## src/hw/tsq_pkg.sv

```systemverilog
package tsq_pkg;

  // ------------------------------------------------------------
  // Matrix geometry
  // ------------------------------------------------------------
  localparam int X_LINES   = 8;
  localparam int Y_LINES   = 3;
  localparam int KEYS      = 24;
  localparam int X_W       = 3;
  localparam int Y_W       = 2;
  localparam int KEY_W     = 5;
  localparam logic [X_W-1:0] LAST_X = 3'h7;
  localparam logic [Y_W-1:0] LAST_Y = 2'h2;

  // ------------------------------------------------------------
  // Field widths and timing in clock cycles
  // ------------------------------------------------------------
  localparam int BURST_W   = 8;
  localparam int LIMIT_W   = 8;
  localparam int TIMER_W   = 8;
  localparam int RAMP_W    = 10;
  localparam int DWELL_CYC = 4;
  localparam int LOW_CYC   = 4;
  localparam int CLAMP_CYC = 8;
  localparam int RAMP_MAX_CYC = 800;

  // ------------------------------------------------------------
  // Carriers
  // ------------------------------------------------------------
  typedef struct packed {
    logic [BURST_W-1:0] burst_pulse_count;
    logic [LIMIT_W-1:0] detect_integrator_limit;
  } tsq_key_cfg_t;

  localparam tsq_key_cfg_t CFG_RESET = '{burst_pulse_count: 8'h00,
                                         detect_integrator_limit: 8'h00};

  typedef struct packed {
    logic [KEY_W-1:0]  key;
    logic [RAMP_W-1:0] count;
  } tsq_result_t;

  typedef enum logic [2:0] {
    S_FETCH, S_LOAD, S_HIGH, S_LOW, S_CLAMP, S_RAMP, S_REPORT
  } tsq_state_t;

endpackage

```

## src/hw/tsq_cfg_mem.sv

```systemverilog
`timescale 1ns/100ps
module tsq_cfg_mem #(
  parameter int KEYS_P = tsq_pkg::KEYS
) (
  input  wire logic                  clock,
  input  wire logic                  nrst,
  input  wire logic                  wr_en,
  input  wire logic [tsq_pkg::KEY_W-1:0] wr_key,
  input  wire tsq_pkg::tsq_key_cfg_t wr_data,
  input  wire logic [tsq_pkg::KEY_W-1:0] rd_key,
  output tsq_pkg::tsq_key_cfg_t      rd_data
);
  import tsq_pkg::*;

  if (KEYS_P < 1 || KEYS_P > (1 << KEY_W)) begin : g_bad_keys
    $error("tsq_cfg_mem: key count out of range");
  end

  typedef struct packed {
    tsq_key_cfg_t [KEYS_P-1:0] entry;
    tsq_key_cfg_t              rd;
  } tsq_mem_state_t;

  tsq_mem_state_t s;
  tsq_mem_state_t next_s;

  // Reset clears every entry, so every key starts disabled
  always_comb begin
    next_s = s;
    for (int i = 0; i < KEYS_P; i++) begin
      if (wr_en && (wr_key == KEY_W'(i))) begin
        next_s.entry[i] = wr_data;
      end
    end
    next_s.rd = (32'(rd_key) < KEYS_P) ? s.entry[rd_key] : CFG_RESET;
  end

  always_ff @(posedge clock or negedge nrst) begin
    if (!nrst) begin
      s <= '0;
    end else begin
      s <= next_s;
    end
  end

  assign rd_data = s.rd;

endmodule

```

## src/hw/tsq_scan_sequencer.sv

```systemverilog
`timescale 1ns/100ps
// Contract
// - Keys are numbered 0 to 23 as eight times the receive line plus the drive line.
// - A scan starts at drive 0 on receive 0 and walks drive lines upward per receive line.
// - Each key with a nonzero integrator limit gets a burst whose pulse count is that key's own burst setting.
// - A key's burst is fully finished before any pulse of the next key starts.
// - When a burst ends its charge is converted and handed on as a digital value.
// - Keys whose integrator limit is zero get no burst and are skipped.
// - On every falling drive edge the active receive line is clamped to ground.
// - After the last pulse of a burst the receive line is clamped to start conversion.
// - The count from ramp start to the zero crossing is reported as the measurement.
module tsq_scan_sequencer #(
  parameter int DWELL_P    = tsq_pkg::DWELL_CYC,
  parameter int LOW_P      = tsq_pkg::LOW_CYC,
  parameter int CLAMP_P    = tsq_pkg::CLAMP_CYC,
  parameter int RAMP_MAX_P = tsq_pkg::RAMP_MAX_CYC
) (
  input  wire logic                          clock,
  input  wire logic                          nrst,
  input  wire logic                          cfg_we,
  input  wire logic [tsq_pkg::KEY_W-1:0]     cfg_key,
  input  wire tsq_pkg::tsq_key_cfg_t         cfg_data,
  input  wire logic [tsq_pkg::Y_LINES-1:0]   receive_capacitor_pin_in,
  output logic [tsq_pkg::Y_LINES-1:0]        receive_capacitor_pin_out,
  output logic [tsq_pkg::Y_LINES-1:0]        receive_capacitor_pin_oe,
  output logic [tsq_pkg::X_LINES-1:0]        drive_line,
  output logic                               ramp_enable,
  output logic                               result_valid,
  output tsq_pkg::tsq_result_t               result
);
  import tsq_pkg::*;

  if (DWELL_P < 1 || DWELL_P > 255 || LOW_P < 1 || LOW_P > 255 ||
      CLAMP_P < 1 || CLAMP_P > 255) begin : g_bad_timer
    $error("tsq_scan_sequencer: phase length out of timer range");
  end
  if (RAMP_MAX_P < 1 || RAMP_MAX_P > 999) begin : g_bad_ramp
    $error("tsq_scan_sequencer: ramp limit out of range");
  end

  localparam logic [TIMER_W-1:0] DWELL_T  = TIMER_W'(DWELL_P - 1);
  localparam logic [TIMER_W-1:0] LOW_T    = TIMER_W'(LOW_P - 1);
  localparam logic [TIMER_W-1:0] CLAMP_T  = TIMER_W'(CLAMP_P - 1);
  localparam logic [RAMP_W-1:0]  RAMP_TOP = RAMP_W'(RAMP_MAX_P);

  // ------------------------------------------------------------
  // State
  // ------------------------------------------------------------
  typedef struct packed {
    tsq_state_t          state;
    logic [X_W-1:0]      x;
    logic [Y_W-1:0]      y;
    logic [BURST_W-1:0]  burst;
    logic [BURST_W-1:0]  pulses;
    logic [BURST_W-1:0]  falls;
    logic [TIMER_W-1:0]  timer;
    logic [RAMP_W-1:0]   ramp_cnt;
    logic [X_LINES-1:0]  drive;
    logic [Y_LINES-1:0]  clamp;
    logic [Y_LINES-1:0]  pin_out;
    logic                ramp_en;
    logic                res_valid;
    tsq_result_t         res;
  } tsq_seq_state_t;

  tsq_seq_state_t s;
  tsq_seq_state_t next_s;
  tsq_key_cfg_t   cfg;
  logic           zero_cross;

  tsq_cfg_mem #(
    .KEYS_P (KEYS)
  ) u_cfg_mem (
    .clock   (clock),
    .nrst    (nrst),
    .wr_en   (cfg_we),
    .wr_key  (cfg_key),
    .wr_data (cfg_data),
    .rd_key  ({s.y, s.x}),
    .rd_data (cfg)
  );

  assign zero_cross = receive_capacitor_pin_in[s.y];

  // ------------------------------------------------------------
  // Sequencer
  // ------------------------------------------------------------
  always_comb begin
    next_s           = s;
    next_s.res_valid = 1'b0;
    case (s.state)
      S_FETCH: begin
        // Config read is registered, so one cycle passes before it is valid
        next_s.state = S_LOAD;
      end
      S_LOAD: begin
        next_s.burst = cfg.burst_pulse_count;
        next_s.falls = '0;
        if (cfg.detect_integrator_limit == '0) begin
          next_s.state = S_REPORT;
        end else if (cfg.burst_pulse_count == '0) begin
          next_s.state       = S_CLAMP;
          next_s.clamp[s.y]  = 1'b1;
          next_s.timer       = CLAMP_T;
        end else begin
          next_s.pulses      = cfg.burst_pulse_count;
          next_s.state       = S_HIGH;
          next_s.drive[s.x]  = 1'b1;
          next_s.timer       = DWELL_T;
        end
      end
      S_HIGH: begin
        if (s.timer != '0) begin
          next_s.timer = s.timer - 1'b1;
        end else begin
          next_s.state      = S_LOW;
          next_s.drive      = '0;
          next_s.clamp[s.y] = 1'b1;
          next_s.timer      = LOW_T;
          next_s.pulses     = s.pulses - 1'b1;
          next_s.falls      = s.falls + 1'b1;
        end
      end
      S_LOW: begin
        if (s.timer != '0) begin
          next_s.timer = s.timer - 1'b1;
        end else if (s.pulses != '0) begin
          next_s.state      = S_HIGH;
          next_s.clamp      = '0;
          next_s.drive[s.x] = 1'b1;
          next_s.timer      = DWELL_T;
        end else begin
          // Clamp is kept on through into the post-burst phase
          next_s.state = S_CLAMP;
          next_s.timer = CLAMP_T;
        end
      end
      S_CLAMP: begin
        if (s.timer != '0) begin
          next_s.timer = s.timer - 1'b1;
        end else begin
          next_s.state    = S_RAMP;
          next_s.clamp    = '0;
          next_s.ramp_en  = 1'b1;
          next_s.ramp_cnt = '0;
        end
      end
      S_RAMP: begin
        // A missing crossing is cut off at the limit so the scan never hangs
        if (zero_cross || s.ramp_cnt == RAMP_TOP) begin
          next_s.state     = S_REPORT;
          next_s.ramp_en   = 1'b0;
          next_s.res_valid = 1'b1;
          next_s.res.key   = {s.y, s.x};
          next_s.res.count = s.ramp_cnt;
        end else begin
          next_s.ramp_cnt = s.ramp_cnt + 1'b1;
        end
      end
      S_REPORT: begin
        next_s.state = S_FETCH;
        if (s.x == LAST_X && s.y == LAST_Y) begin
          next_s.x = '0;
          next_s.y = '0;
        end else if (s.x == LAST_X) begin
          next_s.x = '0;
          next_s.y = s.y + 1'b1;
        end else begin
          next_s.x = s.x + 1'b1;
        end
      end
      default: begin
        next_s.state = S_FETCH;
      end
    endcase
  end

  always_ff @(posedge clock or negedge nrst) begin
    if (!nrst) begin
      s <= '0;
    end else begin
      s <= next_s;
    end
  end

  assign receive_capacitor_pin_out = s.pin_out;
  assign receive_capacitor_pin_oe  = s.clamp;
  assign drive_line                = s.drive;
  assign ramp_enable               = s.ramp_en;
  assign result_valid              = s.res_valid;
  assign result                    = s.res;

  // ------------------------------------------------------------
  // Assertions
  // ------------------------------------------------------------
  localparam int RAMP_BOUND  = RAMP_MAX_P + 1;
  localparam int CLAMP_BOUND = CLAMP_P;
endmodule

```

## config.mk

```make
export PLATFORM = sky130hd
export DESIGN_NAME = tsq_scan_sequencer
export DESIGN_NICKNAME = d
export VERILOG_FILES = /design/src/hw/tsq_pkg.sv /design/src/hw/tsq_cfg_mem.sv /design/src/hw/tsq_scan_sequencer.sv
export SDC_FILE = /design/constraint.sdc
export NUM_CORES = 1
export LEC_CHECK = 0
export ABC_AREA = 1
export BUFFER_PORTS_ARGS = -buffer_cell sky130_fd_sc_hd__buf_2
export CORE_MARGIN = 3
export CORE_UTILIZATION = 63
export DETAILED_ROUTE_END_ITERATION = 8
export HOLD_SLACK_MARGIN = 0.12
export PLACE_DENSITY = 0.84
export REMOVE_ABC_BUFFERS = 1
export SYNTH_ARGS = -nofsm -noshare
export SYNTH_HDL_FRONTEND = slang
export SYNTH_SLANG_ARGS = --single-unit
```

## constraint.sdc

```tcl
create_clock -name clock -period 1.8 [get_ports clock]
set_input_delay 0 -clock clock [delete_from_list [all_inputs] [get_ports clock]]
set_output_delay 0 -clock clock [all_outputs]
set_load 0.02 [all_outputs]
```

; ---- After elaboration in Yosys (flattened, before gate mapping)
; Index checks and enable logic that the tools add are counted.
[classes]
add_sub_neg = 6
multipliers = 0
div = 0
order_cmp = 6
n_eq_ne = 42
shifts = 0
n_mux = 47
bitwise = 2
n_reduce_logical = 49
[op_table]
columns = cell, n
row1 = $bmux W16 S5, 1
row2 = $mux W16, 4
row3 = $mux W8, 7
row4 = $mux W11, 4
row5 = $eq A5 B4 Y1 const B, 8
row6 = $eq A5 B5 Y1 const B, 8
row7 = $mux W3, 12
row8 = $pmux W16 S2, 1
row9 = $pmux W8 S4, 1
row10 = $logic_and A1 B1 Y1, 27
row11 = $pmux W8 S3, 1
row12 = $eq A5 B3 Y1 const B, 4
row13 = $mux W10, 2
row14 = $ne A2 B2 Y1 const B, 10
row15 = $pmux W10 S2, 1
row16 = $pmux W3 S6, 1
row17 = $mux W17, 1
row18 = $logic_not A8 Y1, 2
row19 = $reduce_bool A8 Y1, 2
row20 = $sub A8 B1 Y8 const B, 2
row21 = $eq A3 B3 Y1 const B, 4
row22 = $pmux W3 S4, 1
row23 = $add A10 B1 Y10 const B, 1
row24 = $eq A10 B10 Y1 const B, 1
row25 = 34 further kinds, 46
[totals]
register_bits = 470
latchBits = 0
ramBits = 0
mem_bits_ro = 0
input_bits = 27
output_inout_bits = 31
elab_cells = 215
n_memories = 0

; ---- Depth between registers and ports, before layout
[depth]
ltp_word = 8
mapped_depth = 12

; ---- Modules after synthesis
; A second synthesis with hierarchy kept.
[hier_totals]
cells_unflattened = 2763
area_unflattened_um2 = 21914.8
[modules_own_cells]
columns = module, n_inst, cells_each, area_each_um2, seq_area_each_um2
row1 = tsq_cfg_mem, 1, 2234, 18053.6, 10009.6
row2 = tsq_scan_sequencer, 1, 529, 3861.2, 1551.5

; ---- Worst setup path before layout
; OpenSTA, ideal clock, no wires.
[synth_timing]
kind = register to register
from = reg s[41] in the netlist's numbering
to = reg s (netlist bit receive_capacitor_pin_oe[0])
setup_ps = 117
t_arrival_ps = 1381
required_ps = 1683
setup_slack_ps = 302
path_stages_with_launch = 10
n_path_buf = 0
synth_period_minus_slack_ps = 1498
path_cell_list = dfrtp_1 inv_1 ha_1 nand3_1 nor2_1 nor2_1 a21oi_1 nand2_1 nand2_1 nand2_1
[synth_between]
elab_chain_cells = 3
elab_cells_between_ends = 5
classes_between = 3 x eq/ne / 2 x reduce/logical
[synth_rtl]
columns = item, line
row1 = "start, declared", tsq_scan_sequencer.sv:66  ; tsq_seq_state_t s;
row2 = "start signal, assigned", tsq_scan_sequencer.sv:182  ; s <= next_s;
row3 = $reduce_bool A8 Y1 (*), "tsq_scan_sequencer.sv:113, tsq_scan_sequencer.sv:125, tsq_scan_sequencer.sv:139"
row4 = $ne A2 B2 Y1 (no source line), --
row5 = $reduce_and A7 Y1 (no source line) (*), --
; Mark *: on every way between the ends. The rest lies on a longest branch, timed or not.
; A chain may end at the register's enable or synchronous reset.

==> metrics <==
Lkg Pwr 11.7 nW; Final Util a little over 70%; number of DRC markers in iteration 0 2,191; Yosys reg bits between 400 and 500; met1 WL 23.4 mm; Commonest cells post-synth nand2_1, o21ai_0, dfrtp_1, a21oi_1, clkbuf_1; Main synth FF type dfrtp_1; Clock Tree Root clkbuf_16; IO Count a little under 60; Worst VDD drop 0.000835 V; TritonCTS clock tree built; met3 routed WL 5.67 mm; Yosys top cell by area dfrtp_1; most frequent cell after synthesis nand2_1; clock sinks about 460; Core Region 33,600 sq um; Detail Route met2 WL 26.7 mm; wire per inst 17.9 um; # DRC 0; r2r endpoint u_cfg_mem.rd_data[3]$_DFF_PN0_; Unique masters post-synth 29; H-tree levels 2; first-pass GRT wire length 94.2 mm; maximum clock frequency between 500 and 600 MHz; top-area cell type share of the netlist area 53.7%; fin. max-slew vios 0; endpoints failing setup 0; Cells after Synth 2,763; mapped cell area 21,500 sq um; final cell count without fillers around 3.2k; Hold Fails Final Rpt 0; # fillers 2,464; sequential area share after synthesis 53.7%; largest net degree at the start of global routing 83; # port buffers 54; ant diodes 0; RSZ-0062 raised after global routing no; Tot Pwr around 0.026 W; R2R depth 8; Hold Crit Class in2reg; # rows 67; origin of the critical flop-to-flop path s[75]$_DFFE_PN0N_; Worst Max-Slew Pin Slew 746 ps; max_cap viols 0; Worst-path clk slew 60 ps; post-route ant nets 0; CTS Buffer Depth 3; Die ar. 36,400 sq um; fraction of layout cells with a size suffix above 1 ~8.8%; crit path launch type register; Die Height 191 um; relative slew slack around 50%; Initial Util 64.1%; Total GRT Usage 32.0%; vias in the first global route ~19k; Top Layer Used met4; placer congestion estimate between 0.8 and 0.9; status complete, no violations; Post-synth ARST share 100%; final wirelength 58.1 mm; initial antenna violation count 0; crit share post-route 95.2%; HPWL Detailed 33.2 mm; number of synthesized flops with an enable pin 0; Yosys warnings 0; clk_lat worst skew between 500 and 600 ps; CP endpoint kind register; total negative slack 0 ps; vias per cell 5.93; Die W 191 um; Crit Path Max Fanout 27; DR pass1 iterations 6; dpl cells 3,129; CTS buffer count 48; P&R area growth vs syn 12.0%; Arr. time, crit path approximately 2200 ps; Worst Path Required 2240 ps; nets 2,794; Critical Path Start s[75]$_DFFE_PN0N_; total gr overflow 0; PD cells between 1000 and 1500 nW/um^2; Worst Setup EP u_cfg_mem.rd_data[3]$_DFF_PN0_; Worst Skew about 22 ps; Setup CP Type reg2reg; r2r setup slk 90 ps; Area contributors post-synth dfrtp_1, nand2_1, o21ai_0, a21oi_1, clkbuf_1; mean post-synth cell area 7.79 sq um; Period minus WS final ~1700 ps; DR vias around 19k
-- final cells by class --
cell class / instances / area, sq um / share of cell area, %
clock inverters: 11 / 140 / 0.581
inverters: 88 / 348 / 1.44
repair buffers: 158 / 1360 / 5.66
clock buffers: 73 / 1420 / 5.87
flip-flops and latches: 462 / 11600 / 48.0
multi-input cells: 2001 / 8710 / 36.1
well taps: 448 / 561 / 2.32
-- worst max-delay path: stages (launching register included) --
cell      delay, ps
dfrtp_4         520
clkinv_8        180
buf_12          220
nand2_1          60
a21oi_1          50
o21ai_0         220
nand2_1         150
nand2_1         100
nand3_1          80
-- layout by cell type, fill, tap and decap left out, types with 8 or more instances in the layout --
cell           instances
o21ai_0              492
ha_1                   8
clkbuf_8              10
a21oi_1              148
dfrtp_1              458
clkbuf_16             50
nand2_1             1163
xor2_1                 9
buf_4                 64
nor2_1                61
nand3_1               51
inv_1                 78
dlygate4sd3_1         21
buf_12                17
buf_2                 53
o21ai_1               14
clkbuf_1              14
-- routing by layer --
metal | global-route usage (%) | vias to the layer above
met3 | 5.54 | 203
met4 | 12.6 | 0
met2 | 51.4 | 1006
met5 | 0 | -
li1 | - | 8825
met1 | 43.9 | 9176
-- repair_timing --
action / 4_1_cts / 5_1_grt
hold endpoints to repair: 786 / 0
endpoints found under the setup margin: 0 / 42
hold buffers: 21 / 0
buffers inserted: 0 / 6
gates resized for setup: 0 / 27
-- worst min-delay path by stage --
stage,cells after the start,to,slack [ps],startpoint
after floorplan,0,drive_line[0]$_DFFE_PN0P_,-300,nrst
after global placement,1,result_valid$_DFF_PN0_,-20,nrst
after detailed placement,1,result[11]$_DFFE_PN0P_,-10,nrst
after CTS,5,u_cfg_mem.s[39]$_DFFE_PN0P_,200,cfg_key[1]
after global routing,5,u_cfg_mem.s[64]$_DFFE_PN0P_,260,cfg_key[3]
final,5,u_cfg_mem.s[50]$_DFFE_PN0P_,220,cfg_key[0]
-- report_power, final --
group	switching, W	internal [W]	leakage, nW
Sequential	0.000964	0.0121	5.99
Combinational	0.00174	0.00121	4.97
Clock	0.00404	0.00583	0.763
-- kinds of logic after synthesis --
group	after synthesis	synth area share, %
adder cells (fa/ha/maj)	8	0.465
XOR/XNOR	9	0.366
buffers and inverters	302	6.14
flip-flops	462	53.7
AND/OR/NAND/NOR	1321	23.9
other	1	0.0174
AO/OA/AOI/OAI	660	15.4
-- flip-flops by register name (all words and copies together) (netlist names) --
| name | cells |
|---|---|
| ramp_enable | 1 |
| result | 15 |
| u_cfg_mem.s | 384 |
| u_cfg_mem.rd_data | 16 |
| drive_line | 8 |
| receive_capacitor_pin_oe | 3 |
| result_valid | 1 |
| s | 34 |
-- stage by stage --
stage | cell area, sq um | hold slack [ps] | setup WS, ps
after detailed placement | 22200 | -14.7 | 42.3
final | 24100 | 225 | 86.7
after global routing | 24100 | 264 | 1.70
after floorplan | 20600 | -296 | -4410
after global placement | 22200 | -15.1 | 118
after CTS | 24000 | 200 | 31.3
No activity file was read; power rests on OpenSTA's default activity.
